### src/ecr_regs.vh
`ifndef ECR_REGS_VH
`define ECR_REGS_VH
// lane counts per variant
`define ECR_LANES_STD 10
`define ECR_LANES_FOUR 4
// queue count without priority flow control
`define ECR_QUEUES_STD 1
// largest queue count the ports are built for
`define ECR_QUEUES_MAX 8
// least hold of the core reset, in status clock cycles
`define ECR_HOLD_CYCLES 10
// hold counter width
`define ECR_HOLD_W 4
// client interface styles
`define ECR_STYLE_PKT 1'b0
`define ECR_STYLE_SEG 1'b1
// flow control modes
`define ECR_FC_NONE 2'h0
`define ECR_FC_STD 2'h1
`define ECR_FC_PFC 2'h2
`endif

### src/ecr_rst_sync.v
`timescale 1ns/1ns
// reset release synchronizer, async assert, clean clocked release
module ecr_rst_sync (
  input wire mclk,
  input wire arst,
  input wire hold,
  output reg rst_out
);
  reg stage1;
  always @(posedge mclk or posedge arst) begin
    if (arst) begin
      stage1 <= 1'b1;
      rst_out <= 1'b1;
    end else begin
      stage1 <= hold;
      rst_out <= stage1;
    end
  end
endmodule

### src/ecr_core_reset.v
`timescale 1ns/1ns
`include "ecr_regs.vh"
// Function
// async core reset clears whole core, clockless; here core_rst itself asserts only at the next mclk edge
// controller holds core reset ten status cycles; here a short reset_async hold is only flagged on hold_short_err
// release only after reference clock stable
// status reset clears only status logic
// reconfig reset clears only reconfig logic
// serial lanes: four or ten per variant
// pause vectors one bit per queue
// exactly one client interface style per instance
// release synchronized separately per clock domain
module ecr_core_reset #(
  parameter FOUR_LANE = 0,
  parameter FC_MODE = `ECR_FC_NONE,
  parameter PFC_QUEUES = 2,
  parameter CLIENT_STYLE = `ECR_STYLE_PKT,
  parameter HAS_RECONFIG = 1
) (
  input wire mclk,
  input wire sys_rst,
  input wire reset_async,
  input wire ref_clk_stable,
  input wire fractional_pll_used,
  input wire fractional_pll_locked,
  input wire reset_status,
  input wire reconfig_reset,
  input wire reconfig_req,
  input wire rx_pcs_ready_in,
  input wire [((FOUR_LANE != 0) ? `ECR_LANES_FOUR : `ECR_LANES_STD)-1:0] tx_lane_in,
  input wire [((FOUR_LANE != 0) ? `ECR_LANES_FOUR : `ECR_LANES_STD)-1:0] rx_serial,
  input wire [((FC_MODE == `ECR_FC_PFC) ? PFC_QUEUES : `ECR_QUEUES_STD)-1:0] pause_insert_tx,
  input wire [((FC_MODE == `ECR_FC_PFC) ? PFC_QUEUES : `ECR_QUEUES_STD)-1:0] pause_rx_detect,
  input wire pkt_tx_ready_in,
  input wire pkt_rx_valid_in,
  input wire seg_tx_req_in,
  input wire seg_rx_valid_in,
  output reg core_rst,
  output wire status_rst,
  output wire reconfig_rst,
  output reg hold_short_err,
  output reg [((FOUR_LANE != 0) ? `ECR_LANES_FOUR : `ECR_LANES_STD)-1:0] tx_serial,
  output reg [((FOUR_LANE != 0) ? `ECR_LANES_FOUR : `ECR_LANES_STD)-1:0] rx_lane_out,
  output reg [((FC_MODE == `ECR_FC_PFC) ? PFC_QUEUES : `ECR_QUEUES_STD)-1:0] pause_insert_out,
  output reg [((FC_MODE == `ECR_FC_PFC) ? PFC_QUEUES : `ECR_QUEUES_STD)-1:0] pause_receive_rx,
  output reg pkt_tx_ready,
  output reg pkt_rx_valid,
  output reg seg_tx_req,
  output reg seg_rx_valid,
  output reg status_pcs_ready,
  output reg status_lock_lost,
  output reg reconfig_busy
);
  localparam LANES = (FOUR_LANE != 0) ? `ECR_LANES_FOUR : `ECR_LANES_STD;
  localparam QUEUES = (FC_MODE == `ECR_FC_PFC) ? PFC_QUEUES : `ECR_QUEUES_STD;
  localparam [`ECR_HOLD_W-1:0] HOLD_MAX = `ECR_HOLD_CYCLES;
  localparam [`ECR_HOLD_W-1:0] HOLD_ONE = {{(`ECR_HOLD_W-1){1'b0}}, 1'b1};
  localparam ST_RESET = 3'b001;
  localparam ST_WAIT = 3'b010;
  localparam ST_RUN = 3'b100;

  ////////////////////////////////////////////////////////////////////////////
  // helpers
  function style_on;
    input sel;
    begin
      style_on = (CLIENT_STYLE == sel);
    end
  endfunction

  ////////////////////////////////////////////////////////////////////////////
  // reset hold monitor and release gate
  reg [`ECR_HOLD_W-1:0] hold_cnt;
  reg [`ECR_HOLD_W-1:0] next_hold_cnt;
  reg [2:0] seq_state;
  reg [2:0] next_seq_state;
  reg rst_seen;
  wire ref_ok;
  wire hold_done;
  wire core_hold;
  wire core_sync_rst;
  wire status_sync_rst;
  wire reconfig_sync_rst;

  // reference clock, and its pll lock where used
  assign ref_ok = ref_clk_stable & (~fractional_pll_used | fractional_pll_locked);
  assign hold_done = (hold_cnt >= HOLD_MAX);

  always @* begin
    next_hold_cnt = hold_cnt;
    next_seq_state = seq_state;
    case (seq_state)
      ST_RESET: begin
        if (reset_async) begin
          if (!hold_done) begin
            next_hold_cnt = hold_cnt + 1'b1;
          end
        end else begin
          next_seq_state = ST_WAIT;
        end
      end
      ST_WAIT: begin
        if (reset_async) begin
          next_seq_state = ST_RESET;
          next_hold_cnt = HOLD_ONE;
        end else if (ref_ok) begin
          next_seq_state = ST_RUN;
        end
      end
      ST_RUN: begin
        if (reset_async) begin
          next_seq_state = ST_RESET;
          next_hold_cnt = HOLD_ONE;
        end else if (!ref_ok) begin
          next_seq_state = ST_WAIT;
        end
      end
      default: begin
        next_seq_state = ST_RESET;
        next_hold_cnt = {`ECR_HOLD_W{1'b0}};
      end
    endcase
  end

  always @(posedge mclk) begin
    if (sys_rst) begin
      seq_state <= ST_RESET;
      hold_cnt <= {`ECR_HOLD_W{1'b0}};
      rst_seen <= 1'b0;
      hold_short_err <= 1'b0;
      core_rst <= 1'b1;
    end else begin
      seq_state <= next_seq_state;
      hold_cnt <= next_hold_cnt;
      core_rst <= core_sync_rst;
      if (reset_async) begin
        rst_seen <= 1'b1;
      end
      // judge each release against the hold time
      if (seq_state == ST_RESET && !reset_async && rst_seen) begin
        hold_short_err <= ~hold_done;
      end
    end
  end

  assign core_hold = sys_rst | (seq_state != ST_RUN);

  ////////////////////////////////////////////////////////////////////////////
  // per-domain release synchronizers
  ecr_rst_sync u_core_sync (
    .mclk(mclk),
    .arst(reset_async),
    .hold(core_hold),
    .rst_out(core_sync_rst)
  );

  ecr_rst_sync u_status_sync (
    .mclk(mclk),
    .arst(reset_async),
    .hold(sys_rst | reset_status),
    .rst_out(status_sync_rst)
  );

  ecr_rst_sync u_reconfig_sync (
    .mclk(mclk),
    .arst(reset_async),
    .hold(sys_rst | reconfig_reset | (HAS_RECONFIG == 0)),
    .rst_out(reconfig_sync_rst)
  );

  assign status_rst = status_sync_rst;
  assign reconfig_rst = reconfig_sync_rst;

  ////////////////////////////////////////////////////////////////////////////
  // datapath, cleared by the core reset regardless of clock
  always @(posedge mclk or posedge core_sync_rst) begin
    if (core_sync_rst) begin
      tx_serial <= {LANES{1'b0}};
      rx_lane_out <= {LANES{1'b0}};
      pause_insert_out <= {QUEUES{1'b0}};
      pause_receive_rx <= {QUEUES{1'b0}};
      pkt_tx_ready <= 1'b0;
      pkt_rx_valid <= 1'b0;
      seg_tx_req <= 1'b0;
      seg_rx_valid <= 1'b0;
    end else begin
      tx_serial <= tx_lane_in;
      rx_lane_out <= rx_serial;
      pause_insert_out <= pause_insert_tx;
      pause_receive_rx <= pause_rx_detect;
      // only the selected client style ever becomes active
      pkt_tx_ready <= style_on(`ECR_STYLE_PKT) & pkt_tx_ready_in;
      pkt_rx_valid <= style_on(`ECR_STYLE_PKT) & pkt_rx_valid_in;
      seg_tx_req <= style_on(`ECR_STYLE_SEG) & seg_tx_req_in;
      seg_rx_valid <= style_on(`ECR_STYLE_SEG) & seg_rx_valid_in;
    end
  end

  ////////////////////////////////////////////////////////////////////////////
  // status domain logic
  reg status_rst_d;

  // covers the synchronizer fill time
  always @(posedge mclk) begin
    status_rst_d <= sys_rst | reset_status;
    if (status_sync_rst | reset_status | status_rst_d) begin
      status_pcs_ready <= 1'b0;
      status_lock_lost <= 1'b0;
    end else begin
      status_pcs_ready <= rx_pcs_ready_in;
      if (status_pcs_ready && !rx_pcs_ready_in) begin
        status_lock_lost <= 1'b1;
      end
    end
  end

  ////////////////////////////////////////////////////////////////////////////
  // reconfiguration domain logic
  reg reconfig_rst_d;

  always @(posedge mclk) begin
    reconfig_rst_d <= sys_rst | reconfig_reset;
    if (reconfig_sync_rst | reconfig_reset | reconfig_rst_d | (HAS_RECONFIG == 0)) begin
      reconfig_busy <= 1'b0;
    end else begin
      reconfig_busy <= reconfig_req;
    end
  end
endmodule

### config.mk
export PLATFORM = sky130hd
export DESIGN_NAME = ecr_core_reset
export DESIGN_NICKNAME = d
export VERILOG_FILES = /design/src/ecr_rst_sync.v /design/src/ecr_core_reset.v
export VERILOG_INCLUDE_DIRS = /design/src
export SDC_FILE = /design/constraint.sdc
export NUM_CORES = 1
export LEC_CHECK = 0
export ABC_AREA = 1
export BUFFER_PORTS_ARGS = -buffer_cell sky130_fd_sc_hd__buf_4
export CAP_MARGIN = 20
export CORE_UTILIZATION = 37
export CTS_BUF_LIST = sky130_fd_sc_hd__clkbuf_2 sky130_fd_sc_hd__clkbuf_4 sky130_fd_sc_hd__clkbuf_8
export DETAILED_ROUTE_END_ITERATION = 8
export PLACE_DENSITY = 0.66
export SYNTH_ARGS = -nofsm -noshare
export SYNTH_HDL_FRONTEND = slang
export SYNTH_SLANG_ARGS = --single-unit
export TNS_END_PERCENT = 30
### constraint.sdc
create_clock -name mclk -period 1.8 [get_ports mclk]
set_input_delay 0.45 -clock mclk [delete_from_list [all_inputs] [get_ports mclk]]
set_output_delay 0.45 -clock mclk [all_outputs]
set_load 0.1 [all_outputs]
==> impl_metrics.yaml <==
global_route:
  top_usage_layer: "met2"
  grt_pass1_vias: 1019
  use_met1_pct: 17.15
  overflow: 0
  grt_pass1_wl_um: 4547
  use_met3_pct: 5.729
  grt_max_degree: 25
  met2_usage_pct: 22.83
  antenna_found_initial: 0
  grt_usage_pct: 14.23
finish:
  drive_above_1_share_pct: 47.98
  fillers: 323
  nNetsFinal: 235
  syn2layout_area_growth_pct: 44.29
  insertedDiodeCount: 0
  final_cells: 246
  final_common_cell: "buf_4"
  final_cell_mix: "66 x buf_4, 24 x dfrtp_1, 15 x dfxtp_1"
yosys:
  muxShareOfSynthArea_pct: 0
  ys_seq_area_share_pct: 70.56
  synth_seq_cells: 45
  synth_fa_ha_area_share_pct: 1.668
  synth_area_mm2: 0.001500
  ys_types: 31
  avgSynthCellArea_um2: 12.00
  synth-simple-area-share_pct: 19.02
  synthXorXnorAreaFrac_pct: 0.5838
  synth-compound-area-share_pct: 3.503
  yosys_warnings: 0
  syn_inst: 125
  synth_top_family_by_area: "simple AND/OR/NAND/NOR gates"
floorplanning:
  dieArea_mm2: 0.004313
  fp.dieW_um: 65.68
  row_count: 22
  start_util_pct: 39.78
  core_area_mm2: 0.003771
  io_pins: 69
  die_h_um: 65.68
cts:
  cts_max_level: 2
  cts-resized-gates: 0
  root_buffer: "clkbuf_8"
  cts.reportedPaths.clkPinSlew_ns: 0.08
  cts_buffers: 5
  clock_sinks: 45
  cts_tree: "yes"
  worstSkewPairLatency_ns: 0.29
  cts_hold_buffers: 0
  post_cts_buffers: 0
  cts_buffer_depth: 2
timing:
  setup_slack_ns: 0.2449
  final-setup-viol-count: 0
  slew_violations: 0
  post-route-min-period_ns: 1.555
  final-hold-violation-count: 0
  fmax_mhz: 643.1
  fin_crit_sh_pct: 86.39
  fin_skew_ns: 0.002721
  rsz0062_at_grt: "no"
  fin_setup_tns_ns: 0
worst_setup_path:
  critical_path_required_ns: 1.35
  path_delay_family: "flip-flops"
  end_kind: "output port"
  crit_chain: "buf_4"
  max_stage_delay_ns: 0.53
  crit_slowest_cell: "dfstp_2"
  worstSetupPathType: "reg2out"
  cp.arrival_ns: 1.11
  path_buf_inv: 1
  cp-start-kind: "register"
  worstPathMaxFanout: 2
placement:
  dpl.hpwl_um: 2261
  pre_cts_ws_ns: 0.4777
  port_buffers: 64
  gp_congestion: 0.8116
  dp.cells: 238
routing:
  ant_nets: 0
  drt_wl_total_um: 2907
  viasPerCell: 4.390
  drtIter0Drc: 32
  wl_per_cell_um: 11.82
  drcViolationCount: 0
  num_vias: 1080
  dr.pass1.iters: 4
outcome:
  status: "finished clean"
pwr:
  peakVddDrop_v: 0.0004566
  p_leak_nw: 1.103
  p_per_area_mw_per_mm2: 1133
job:
  max-cap-violations: 0
worst_hold_path:
  min_path_type: "in2async"
-- layout make-up --
type	count	area (µm²)	area share, %
clock buffer	6	82.58	3.815
clock inverter	2	37.54	1.734
inverter	13	51.30	2.370
multi-input combinational	66	379.1	17.51
sequential	45	1059	48.90
tap	48	60.06	2.775
timing repair buffer	66	495.5	22.89
-- final timing paths --
check,startpoint,to,slack (ns),cells after the start
max,u_reconfig_sync.rst_out,reconfig_rst,0.24,1
min,reset_async,u_core_sync.rst_out,0.26,2
max reg2reg,hold_cnt[0],hold_cnt[1],0.58,6
min reg2reg,u_core_sync.rst_out,tx_serial[0],0.32,2
max in group asynchronous,u_core_sync.rst_out,rx_lane_out[5],1.26,2
min in group mclk,pause_insert_tx,pause_insert_out,0.26,1
-- synthesized netlist by cell type --
master | n | area [µm²]
a21oi_1 | 4 | 20.02
a21oi_2 | 1 | 8.760
nand4_1 | 1 | 6.260
nand2_2 | 2 | 12.51
a21boi_0 | 1 | 7.510
or3_1 | 1 | 6.260
or2_0 | 1 | 6.260
ha_1 | 2 | 25.02
dfxtp_1 | 15 | 300.3
inv_2 | 2 | 7.510
nand2_4 | 1 | 11.26
conb_1 | 1 | 3.750
dfrtp_1 | 24 | 600.6
nand2_1 | 13 | 48.80
nand3b_4 | 1 | 20.02
nor3b_1 | 1 | 7.510
xor2_1 | 1 | 8.760
dfstp_2 | 6 | 157.7
o21ai_0 | 2 | 10.01
or2_2 | 2 | 12.51
inv_1 | 10 | 37.54
a31oi_1 | 1 | 6.260
nand3_4 | 1 | 17.52
inv_4 | 1 | 6.260
nor2_1 | 14 | 52.55
nor2_2 | 2 | 12.51
nand3_1 | 6 | 30.03
nand3_2 | 2 | 20.02
buf_4 | 2 | 15.01
nor3_1 | 3 | 15.01
nor4_1 | 1 | 6.260
-- through the flow --
| step | hold slack (ns) | area, µm² | util, % | power, mW |
|---|---|---|---|---|
| 6_report | 0.2560 | 2165 | 57.40 | 2.452 |
| 5_1_grt | 0.2408 | 2165 | 57.40 | 2.568 |
| 4_1_cts | 0.2511 | 2165 | 57.40 | 2.480 |
| 3_5_place_dp | 0.3250 | 2044 | 54.21 | 1.704 |
| 3_3_place_gp | 0.3168 | 2044 | 54.21 | 1.691 |
| 2_1_floorplan | 0.3452 | 1504 | - | 1.558 |
-- power by group --
| group | internal (mW) | leakage [nW] | total [mW] | switching (mW) |
|---|---|---|---|---|
| Combinational | 0.160 | 0.551 | 0.564 | 0.404 |
| Clock | 0.451 | 0.0574 | 0.772 | 0.321 |
| Sequential | 1.07 | 0.494 | 1.12 | 0.0434 |
| Total | 1.68 | 1.10 | 2.45 | 0.768 |
-- flip-flops by register name, summed over array words and instances (netlist names), 3 cells and up --
register / count
hold_cnt: 4
rx_lane_out: 10
seq_state: 3
tx_serial: 10
-- per-layer routing --
metal  vias to the layer above  wire (µm)  part of all wire, %
met1                       485       1240                   43
met2                        56       1284                   44
li1                        533          -                    -
met3                         6        343                   12
met4                         0         38                  1.3
met5                         -          0                    0
-- cell families (layout without fill, tap and decap cells) --
group,after synthesis,count (layout)
AO/OA/AOI/OAI,9,9
XOR/XNOR,1,1
adder cells (fa/ha/maj),2,2
buffers and inverters,15,87
flip-flops,45,45
other,1,2
AND/OR/NAND/NOR,52,52
Power figures use the tool's default switching activity.
